--- config.mk ---
export PLATFORM = sky130hd
export DESIGN_NAME = ram_fifo_unit
export DESIGN_NICKNAME = d
export VERILOG_FILES = /design/src/rtl/ram_fifo_pkg.sv /design/src/rtl/request_sync.sv /design/src/rtl/ram_fifo_unit.sv
export VERILOG_INCLUDE_DIRS = /design/src /design/src/rtl
export SDC_FILE = /design/constraint.sdc
export NUM_CORES = 1
export LEC_CHECK = 0
export ABC_CLOCK_PERIOD_IN_PS = 8100
export BUFFER_PORTS_ARGS = -buffer_cell sky130_fd_sc_hd__buf_2
export CELL_PAD_IN_SITES_DETAIL_PLACEMENT = 1
export CELL_PAD_IN_SITES_GLOBAL_PLACEMENT = 2
export CORE_MARGIN = 5
export CORE_UTILIZATION = 34
export CTS_BUF_LIST = sky130_fd_sc_hd__clkbuf_8
export CTS_CLUSTER_SIZE = 25
export DETAILED_ROUTE_END_ITERATION = 8
export GPL_TIMING_DRIVEN = 0
export PLACE_DENSITY_LB_ADDON = 0.05
export RECOVER_POWER = 100
export SYNTH_ARGS = -nofsm -noshare
export SYNTH_HDL_FRONTEND = slang
export SYNTH_SLANG_ARGS = --single-unit
--- constraint.sdc ---
create_clock -name mclk -period 8.1 [get_ports mclk]
set_input_delay 1.62 -clock mclk [delete_from_list [all_inputs] [get_ports mclk]]
set_output_delay 1.62 -clock mclk [all_outputs]
set_load 0.05 [all_outputs]
--- src/rtl/ram_fifo_defs.svh ---
// constants for the ram fifo bus-cycle unit
`ifndef RAM_FIFO_DEFS_SVH
`define RAM_FIFO_DEFS_SVH

`define PTR_W 12
`define ADDR_W 24
`define DATA_W 8
`define SIZE_SEL_W 3
// fifo size is min size shifted left by the size select field
`define FIFO_MIN_SIZE 12'h010
`define PTR_RESET 12'h000
`define ADDR_RESET 24'h000000
`define DATA_RESET 8'h00
// timing: clock period in ns, cycle lengths in system clock states
`define SYS_CLK_PERIOD_NS 100
`define BUS_CYCLE_STATES 2
`define ISSUE_STATES 1

`endif

--- src/rtl/ram_fifo_pkg.sv ---
// types shared by the ram fifo bus-cycle unit
`include "ram_fifo_defs.svh"

package ram_fifo_pkg;

  typedef enum logic [1:0] {
    REQ_TRANSFER = 2'h0,
    REQ_MARK = 2'h1,
    REQ_RELOAD = 2'h2,
    REQ_RESET = 2'h3
  } req_kind_type;

  typedef enum logic [1:0] {
    TEMP_UNUSED = 2'h0,
    TEMP_READ = 2'h1,
    TEMP_WRITE = 2'h2
  } temp_mode_type;

  typedef enum logic [5:0] {
    ST_IDLE = 6'h01,
    ST_ISSUE = 6'h02,
    ST_WAIT = 6'h04,
    ST_T1 = 6'h08,
    ST_T2 = 6'h10,
    ST_RESP = 6'h20
  } cycle_state_type;

  typedef struct packed {
    cycle_state_type state;
    logic armed;
    req_kind_type kind;
    logic ram_to_periph;
    logic err;
    logic [`PTR_W-1:0] read_pointer;
    logic [`PTR_W-1:0] write_pointer;
    logic [`PTR_W-1:0] temporary_pointer;
    logic [`ADDR_W-1:0] ram_addr;
    logic ram_rd;
    logic ram_wr;
    logic [`DATA_W-1:0] ram_wdata;
    logic periph_rd;
    logic periph_wr;
    logic [`DATA_W-1:0] periph_wdata;
    logic ack;
    logic empty;
    logic full;
    logic overread;
    logic overwrite;
    logic high_speed_req;
  } unit_state_type;

  typedef struct packed {
    logic meta;
    logic sync;
  } sync_state_type;

endpackage

--- src/rtl/request_sync.sv ---
// two-stage synchronizer for the peripheral request level
`timescale 1ns/1ps
`default_nettype none

module request_sync (
  // clock and reset
  input wire logic mclk,
  input wire logic reset,
  // request level from the peripheral side
  input wire logic req_async,
  // request level in the system clock domain
  output logic req_sync
);
  import ram_fifo_pkg::*;

  sync_state_type s_r;
  sync_state_type s_nxt;

  // first stage feeds only the second stage
  always_comb begin
    s_nxt.meta = req_async;
    s_nxt.sync = s_r.meta;
  end

  always_ff @(posedge mclk) begin
    if (reset) begin
      s_r <= '0;
    end else begin
      s_r <= s_nxt;
    end
  end

  assign req_sync = s_r.sync;

endmodule

`default_nettype wire

--- src/rtl/ram_fifo_unit.sv ---
// ram fifo bus-cycle unit: serves peripheral byte requests through a ring buffer in ram
`timescale 1ns/1ps
`default_nettype none
`include "ram_fifo_defs.svh"

module ram_fifo_unit (
  // clock and reset
  input wire logic mclk,
  input wire logic reset,
  // peripheral request
  input wire logic periph_req,
  input wire ram_fifo_pkg::req_kind_type req_kind,
  input wire logic req_ram_to_periph,
  input wire logic periph_tick,
  // configuration
  input wire logic [`ADDR_W-1:0] fifo_base,
  input wire logic [`SIZE_SEL_W-1:0] fifo_size_sel,
  input wire ram_fifo_pkg::temp_mode_type temp_mode,
  input wire logic bus_divide_enable,
  input wire logic fast_clock_override,
  input wire logic medium_speed_active,
  // bus slot conditions
  input wire logic bus_break,
  input wire logic cpu_internal_cycle,
  input wire logic cpu_cycle_end,
  input wire logic cpu_word_upper,
  input wire logic cpu_long_upper,
  input wire logic cpu_sequence_cycle,
  input wire logic ctl_cycle_end,
  input wire logic ctl_word_upper,
  input wire logic ctl_vector_read,
  input wire logic ctl_reg_partial,
  // cpu store to the write pointer
  input wire logic write_pointer_load,
  input wire logic [`PTR_W-1:0] write_pointer_value,
  // ram side
  output logic [`ADDR_W-1:0] ram_addr,
  output logic ram_rd,
  output logic ram_wr,
  output logic [`DATA_W-1:0] ram_wdata,
  input wire logic [`DATA_W-1:0] ram_rdata,
  // peripheral data
  output logic periph_rd,
  output logic periph_wr,
  output logic [`DATA_W-1:0] periph_wdata,
  input wire logic [`DATA_W-1:0] periph_rdata,
  // response and status
  output logic ack,
  output logic fifo_empty,
  output logic fifo_full,
  output logic overread,
  output logic overwrite,
  output logic high_speed_req,
  // pointer state
  output logic [`PTR_W-1:0] read_pointer,
  output logic [`PTR_W-1:0] write_pointer,
  output logic [`PTR_W-1:0] temporary_pointer
);
  import ram_fifo_pkg::*;

  unit_state_type s_r;
  unit_state_type s_nxt;
  logic req_sync;
  logic slot_end;
  logic insert_ok;
  logic speed_ok;
  logic [`PTR_W-1:0] adv_ptr;

  function automatic logic [`PTR_W-1:0] fifo_size(input logic [`SIZE_SEL_W-1:0] sel);
    fifo_size = `FIFO_MIN_SIZE << sel;
  endfunction

  // wrap keeps the ring inside the configured size
  function automatic logic [`PTR_W-1:0] ptr_advance(input logic [`PTR_W-1:0] p,
                                                     input logic [`SIZE_SEL_W-1:0] sel);
    logic [`PTR_W-1:0] sum;
    sum = p + `PTR_W'(1);
    // sizes are powers of two, so the remainder is a mask; also folds a pointer left from a larger size
    ptr_advance = sum & (fifo_size(sel) - `PTR_W'(1));
  endfunction

  function automatic logic [`ADDR_W-1:0] ram_address(input logic [`ADDR_W-1:0] base,
                                                      input logic [`PTR_W-1:0] p);
    ram_address = base + {{(`ADDR_W-`PTR_W){1'b0}}, p};
  endfunction

  request_sync u_req_sync (
    .mclk(mclk),
    .reset(reset),
    .req_async(periph_req),
    .req_sync(req_sync)
  );

  // bus slot qualification
  always_comb begin
    slot_end = bus_break || cpu_internal_cycle || cpu_cycle_end || ctl_cycle_end;
    insert_ok = slot_end;
    if (cpu_word_upper || ctl_word_upper) begin
      insert_ok = 1'b0;
    end else if (ctl_vector_read || ctl_reg_partial) begin
      insert_ok = 1'b0;
    end else if (!bus_divide_enable && (cpu_long_upper || cpu_sequence_cycle)) begin
      insert_ok = 1'b0;
    end else if (bus_divide_enable && (cpu_long_upper || cpu_sequence_cycle)) begin
      insert_ok = 1'b1;
    end
    speed_ok = !medium_speed_active || fast_clock_override;
  end

  always_comb begin
    s_nxt = s_r;
    s_nxt.ram_rd = 1'b0;
    s_nxt.ram_wr = 1'b0;
    s_nxt.periph_rd = 1'b0;
    s_nxt.periph_wr = 1'b0;
    adv_ptr = s_r.ram_to_periph ? ptr_advance(s_r.read_pointer, fifo_size_sel)
                                : ptr_advance(s_r.write_pointer, fifo_size_sel);
    if (!req_sync) begin
      s_nxt.armed = 1'b1;
    end
    // cpu pointer store only between cycles, so a running cycle never sees it move
    if (write_pointer_load && s_r.state == ST_IDLE) begin
      s_nxt.write_pointer = write_pointer_value;
    end
    case (s_r.state)
      ST_IDLE: begin
        // a request still high from the last answer is not taken twice
        if (req_sync && s_r.armed) begin
          s_nxt.armed = 1'b0;
          s_nxt.kind = req_kind;
          s_nxt.ram_to_periph = req_ram_to_periph;
          s_nxt.high_speed_req = 1'b1;
          s_nxt.state = ST_ISSUE;
        end
      end
      ST_ISSUE: begin
        s_nxt.state = ST_WAIT;
      end
      ST_WAIT: begin
        if (insert_ok && speed_ok) begin
          s_nxt.state = ST_T1;
          s_nxt.err = 1'b0;
          if (s_r.kind == REQ_TRANSFER) begin
            // equal pointers on entry: refuse the byte, keep pointers
            if (s_r.read_pointer == s_r.write_pointer) begin
              s_nxt.err = 1'b1;
            end else if (s_r.ram_to_periph) begin
              s_nxt.ram_addr = ram_address(fifo_base, s_r.read_pointer);
              s_nxt.ram_rd = 1'b1;
            end else begin
              s_nxt.ram_addr = ram_address(fifo_base, s_r.write_pointer);
              s_nxt.periph_rd = 1'b1;
            end
          end
        end
      end
      ST_T1: begin
        s_nxt.state = ST_T2;
        s_nxt.ack = 1'b1;
        case (s_r.kind)
          REQ_TRANSFER: begin
            if (s_r.err) begin
              s_nxt.overread = s_r.ram_to_periph;
              s_nxt.overwrite = !s_r.ram_to_periph;
            end else if (s_r.ram_to_periph) begin
              s_nxt.periph_wdata = ram_rdata;
              s_nxt.periph_wr = 1'b1;
              s_nxt.read_pointer = adv_ptr;
              s_nxt.empty = (adv_ptr == s_r.write_pointer);
            end else begin
              s_nxt.ram_wdata = periph_rdata;
              s_nxt.ram_wr = 1'b1;
              s_nxt.write_pointer = adv_ptr;
              s_nxt.full = (adv_ptr == s_r.read_pointer);
            end
          end
          REQ_MARK: begin
            if (temp_mode == TEMP_READ) begin
              s_nxt.temporary_pointer = s_r.read_pointer;
            end else if (temp_mode == TEMP_WRITE) begin
              s_nxt.temporary_pointer = s_r.write_pointer;
            end
          end
          REQ_RELOAD: begin
            if (temp_mode == TEMP_READ) begin
              s_nxt.read_pointer = s_r.temporary_pointer;
            end else if (temp_mode == TEMP_WRITE) begin
              s_nxt.write_pointer = s_r.temporary_pointer;
            end
          end
          default: begin
            s_nxt.read_pointer = `PTR_RESET;
            s_nxt.write_pointer = `PTR_RESET;
            s_nxt.temporary_pointer = `PTR_RESET;
          end
        endcase
      end
      ST_T2: begin
        s_nxt.high_speed_req = 1'b0;
        if (periph_tick) begin
          s_nxt.state = ST_IDLE;
          s_nxt.ack = 1'b0;
          s_nxt.empty = 1'b0;
          s_nxt.full = 1'b0;
          s_nxt.overread = 1'b0;
          s_nxt.overwrite = 1'b0;
        end else begin
          s_nxt.state = ST_RESP;
        end
      end
      ST_RESP: begin
        // answer stands until the peripheral clock has seen it
        if (periph_tick) begin
          s_nxt.state = ST_IDLE;
          s_nxt.ack = 1'b0;
          s_nxt.empty = 1'b0;
          s_nxt.full = 1'b0;
          s_nxt.overread = 1'b0;
          s_nxt.overwrite = 1'b0;
        end
      end
      default: begin
        s_nxt.state = ST_IDLE;
      end
    endcase
  end

  always_ff @(posedge mclk) begin
    if (reset) begin
      s_r <= '0;
      s_r.state <= ST_IDLE;
      s_r.kind <= REQ_TRANSFER;
      s_r.read_pointer <= `PTR_RESET;
      s_r.write_pointer <= `PTR_RESET;
      s_r.temporary_pointer <= `PTR_RESET;
      s_r.ram_addr <= `ADDR_RESET;
      s_r.ram_wdata <= `DATA_RESET;
      s_r.periph_wdata <= `DATA_RESET;
    end else begin
      s_r <= s_nxt;
    end
  end

  assign ram_addr = s_r.ram_addr;
  assign ram_rd = s_r.ram_rd;
  assign ram_wr = s_r.ram_wr;
  assign ram_wdata = s_r.ram_wdata;
  assign periph_rd = s_r.periph_rd;
  assign periph_wr = s_r.periph_wr;
  assign periph_wdata = s_r.periph_wdata;
  assign ack = s_r.ack;
  assign fifo_empty = s_r.empty;
  assign fifo_full = s_r.full;
  assign overread = s_r.overread;
  assign overwrite = s_r.overwrite;
  assign high_speed_req = s_r.high_speed_req;
  assign read_pointer = s_r.read_pointer;
  assign write_pointer = s_r.write_pointer;
  assign temporary_pointer = s_r.temporary_pointer;
endmodule

`default_nettype wire

; Word level (Yosys, flattened, before mapping)
; Cells that the tools add are included.
[op_classes]
n_addsub = 5
eq_ne = 26
n_shift = 1
n_mux = 40
n_bitwise = 11
n_reduce_logical = 35
[ops]
columns = operator, count
row1 = $mux W12, 9
row2 = $mux W24, 3
row3 = $pmux W24 S3, 1
row4 = $add A24 B12 Y24, 2
row5 = $eq A12 B12 Y1, 3
row6 = $pmux W6 S6, 1
row7 = $add A12 B1 Y12 const B, 2
row8 = $and A12 B12 Y12, 2
row9 = $pmux W12 S2, 1
row10 = $ne A2 B2 Y1 const B, 10
row11 = $mux W6, 3
row12 = $mux W9, 2
row13 = $reduce_and A4 Y1, 4
row14 = $reduce_and A5 Y1, 3
row15 = $mux W1, 12
row16 = $shl A5 B3 Y12 const A, 1
row17 = $sub A12 B1 Y12 const B, 1
row18 = $mux W10, 1
row19 = $pmux W5 S2, 1
row20 = $not A1 Y1, 9
row21 = $mux W4, 2
row22 = $reduce_and A2 Y1, 4
row23 = $logic_or A1 B1 Y1, 7
row24 = $eq A6 B1 Y1 const B, 1
row25 = 20 further kinds, 33
[totals]
regBits = 99
input_bits = 78
output_inout_bits = 86
wordCells = 141

; Longest topological paths before layout
[depth]
word_depth = 10
depth_mapped = 14
mapped_depth_nobuf = 10

; Cells and area by module
; A second synthesis with hierarchy kept.
[unflattened]
cells_unflattened = 787
area_unflattened_um2 = 6493.7
[by_module_without_submodules]
columns = module, instances, cells_each, area_each_um2, seq_area_each_um2
row1 = ram_fifo_unit, 1, 783, 6441.2, 1941.9
row2 = request_sync, 1, 4, 52.6, 40.0

; Least setup slack after synthesis
; OpenSTA, ideal clock, no wires.
[synth_path]
path_type = in2reg
from = input port fifo_base[0]
to = register ram_addr[14] (netlist name)
setup_ns = 0.086
t_arrival_ns = 3.429
required_ns = 8.014
setup_slack_ns = 4.585
cell_stages = 9
n_path_buf = 0
cell_sequence = ha_1 -> fa_1 -> a21o_1 -> a21oi_1 -> o211ai_1 -> a211oi_1 -> nor3_1 -> xnor2_1 -> a211oi_1
[synth_via]
elab_chain_cells = 2
word_cells_on_any_way = 3
cone_classes = add/sub (2) / mux (1)
[synth_lines]
columns = item, line_no
row1 = "start, declared", ram_fifo_unit.sv:16  ; input wire logic [`ADDR_W-1:0] fifo_base,
row2 = $add A24 B12 Y24, ram_fifo_unit.sv:84  ; ram_address = base + {{(`ADDR_W-`PTR_W){1'b0}}, p};
row3 = $mux W24 *, ram_fifo_unit.sv:147  ; end else if (s_r.ram_to_periph) begin
; Every way passes the cells marked *; elsewhere a longest branch is shown, timed or not.
; A chain may end at the register's enable or synchronous reset.

; Final worst setup path
[layout_path]
from = register s_r[87] (netlist bit)
to = register s_r, in the netlist fifo_full
[layout_via]
elab_chain_cells = 6
word_cells_on_any_way = 8
cone_classes = eq/ne (2) / mux (5) / reduce/logical (1)
[layout_lines]
columns = item, line_no
row1 = "start, declared", ram_fifo_unit.sv:61  ; unit_state_type s_r;
row2 = "start signal, assigned", ram_fifo_unit.sv:240  ; s_r <= s_nxt;
row3 = $mux W12, ram_fifo_unit.sv:116  ; adv_ptr = s_r.ram_to_periph ? ptr_advance(s_r.read_pointer, fifo_size_sel)
row4 = $eq A12 B12 Y1, ram_fifo_unit.sv:174  ; s_nxt.full = (adv_ptr == s_r.read_pointer);
row5 = $mux W1, ram_fifo_unit.sv:165  ; end else if (s_r.ram_to_periph) begin
row6 = $mux W2, ram_fifo_unit.sv:162  ; if (s_r.err) begin
row7 = $mux W4, ram_fifo_unit.sv:160  ; case (s_r.kind)
row8 = $pmux W5 S2, ram_fifo_unit.sv:125  ; case (s_r.state)
; Several ways; a longest one is shown, not always the timed one. The select of a mux whose other input is x is not followed.

==> summary.txt <==
Layout
  • Layout area overhead: 17.6%
  • Final Util: 0.408
  • Fillers: approximately 2300
  • Post-route insts no fill: 1216
  • Share of cells above drive strength 1: 0.190
  • Diodes inserted: 0
  • Finished layout cell area: 0.00766 mm^2
  • Final nets: around 1100

Global route
  • Tot GR Track Use: 0.213
  • GR Util met3: 0.0326
  • Vias in the first global route: roughly 6800
  • GRT busiest layer: met2
  • Largest net degree at the start of global routing: 17
  • Met2 Use GR: 0.367
  • First-pass GRT wire length: about 37 mm
  • GR Overflow Total: 0
  • Initial antenna violation count: 0
  • Met1 usage: 0.276

Place
  • Setup Slack @ Placement: a little over 4000 ps
  • Dpl cell area: around 0.0076 mm^2
  • Post-DP HPWL: approximately 19 mm
  • RD Place Congestion: 0.929
  • Placed cell count: around 1200
  • # port buffers: between 150 and 200

Critical path
  • Critical path's top delay family: buffers and inverters
  • Critical path type: reg2reg
  • Crit. End Element: flip-flop
  • CP arrival: between 5000 and 6000 ps
  • Crit path buf inv count: 4
  • Crit-path max FO: 10
  • WP data required: about 8400 ps
  • Crit path top cell by count: clkbuf_1
  • CP max stage delay: ~730 ps
  • Reg2Reg Depth: 13
  • Crit start category: flip-flop
  • Slowest-stage cell, CP: nor3b_1
  • CP Depth: 13
  • Crit path cell chain: clkbuf_1 > clkbuf_1 > clkbuf_1 > clkbuf_1 > mux2_1 > ha_1 > nand4_1 > a21oi_1 > a31o_2 > nor3b_1 > xnor2_1 > nand3_1 > o31ai_1

Floorplanning
  • Total Die Area: ~0.022 mm^2
  • Io pins: approximately 160
  • Rows: 50
  • Core area: roughly 0.019 mm^2
  • Die height: between 100 and 150 um
  • Die Width: about 150 um
  • Initial core utilization: 0.347

Synthesis
  • Top-count cell post-synth: dfxtp_1
  • Mean Syn Cell Area: slightly above 8 um^2
  • Gate Count Post-Synth: 805
  • Synth top area cells: dfxtp_1, buf_4, mux2i_1
  • Synth cell types: 66
  • Area leader, netlist: dfxtp_1
  • EDFF count, synth: 0
  • Top post-synthesis cells by count: dfxtp_1, nor2_1, buf_4, a21oi_1, nand2_1
  • Cell area after synthesis: about 0.0065 mm^2
  • Most common flop cell mapped by yosys: dfxtp_1
  • Synthesized flop and latch total: approximately 100
  • Sequential area share after synthesis: 0.304
  • Syn_nets: approximately 900
  • Top-area cell type share of the netlist area: 0.304
  • YS warnings: 0
  • Async S/R FF share, synth: 0

Timing
  • Slew margin rel.: 0.378
  • Sum Neg Setup Slack: 0 ps
  • Final hold slack: approximately 460 ps
  • Slew @ Worst Pin: between 900 and 1000 ps
  • Final worst slack: ~3200 ps
  • Crit path time final: between 4000 and 5000 ps
  • Final setup fails: 0
  • RSZ-0062 raised after global routing: no
  • Max Clock Freq: 206 MHz
  • Skew final: approximately 13 ps
  • Fin. max-slew vios: 0
  • Final hold viol count: 0
  • Final period utilization: 0.600

Detailed routing
  • Pre-antenna DRT Iters: 4
  • Post-route antenna net violation count: 0
  • First DRT Iteration DRCs: between 200 and 300
  • Wirelength per Cell: between 15 and 20 um
  • DRC: 0
  • Via density: roughly 5.2
  • Via count: around 6400
  • Detailed Route WL: about 24 mm

CTS
  • # hold bufs at CTS: 0
  • Cts bufs inserted: 9
  • Postcts setup bufs: 0
  • Worst-path clk slew: approximately 100 ps
  • Clock latency at the later pin of the worst-skew pair: 390 ps
  • Sinks on Clock Net: 99
  • CTS root buffer: clkbuf_8
  • H-tree Lvls: 3
  • CTS tree: built
  • Clk buf depth: 2
  • Post-CTS sizing: 0

Min path
  • Min-delay worst type: reg2reg
  • Hold path depth: 1

Pwr
  • Static leakage: between 3 and 4 nW
  • P per Cell Area: between 100 and 150 mW/mm^2
  • Worst VDD drop: around 0.000065 V
  • Power consumption: 1.12 mW

Outcome
  • Status: completed

Flow run
  • Max Cap Violations: 0
## cells by family after synthesis
group | count (synthesis) | share of synthesized area
DFF | 99 | 0.304
and+or+nand+nor | 269 | 0.201
buffers and inverters | 144 | 0.131
adders and majority gates | 16 | 0.0319
muxes | 54 | 0.0845
xor gates and xnor gates | 51 | 0.0708
AOI/OAI and AO/OA | 172 | 0.177
## cell type report
class	instances	area (um^2)	share of cell area
timing repair buffer	162	701	0.0914
clock buffer	10	138	0.0180
clock inverter	5	37.5	0.00490
multi-input combinational	562	3670	0.479
buffer	128	779	0.102
tap	234	293	0.0382
inverter	16	60.1	0.00784
sequential	99	1980	0.259
## layer usage
layer,share of wire,vias up
met5,0,-
met4,0.019,0
met3,0.044,24
met2,0.48,141
met1,0.45,3081
li1,-,3104
## worst paths after layout
| path | slack, ps | start | to |
|---|---|---|---|
| worst max-delay path | 3240 | s_r[87] | fifo_full |
| worst max register to register | 3240 | s_r[87] | fifo_full |
| worst min register to register | 460 | u_req_sync.s_nxt[0] | u_req_sync.req_sync |
| worst min-delay path | 460 | u_req_sync.s_nxt[0] | u_req_sync.req_sync |
## registers in the layout, indices dropped and copies added (netlist names), 8 cells and up
name / cells
ram_wdata: 8
s_r: 11
periph_wdata: 8
write_pointer: 12
read_pointer: 12
ram_addr: 24
temporary_pointer: 12
## report_power, final
part	switching, mW	internal, mW	total (mW)
clock	0.191	0.121	0.312
combinational	0.180	0.115	0.294
sequential	0.0174	0.497	0.514
total	0.388	0.732	1.12
## cells in the final DEF (no fill, tap or decap), types with 10 or more instances in the layout
cell,synthesis,routed
nor3_1,30,30
nand3_1,22,22
a22oi_1,13,13
clkbuf_1,38,131
buf_2,6,78
xor2_1,24,24
o22a_1,10,10
ha_1,15,15
o21ai_0,18,18
dfxtp_1,99,99
nor2_1,98,98
nand2b_1,13,13
inv_1,16,17
clkbuf_8,0,10
a21oi_1,57,57
xnor2_1,26,26
mux2i_1,46,46
a211oi_1,22,22
buf_4,80,78
nand2_1,50,50
Power figures use the tool's default switching activity.
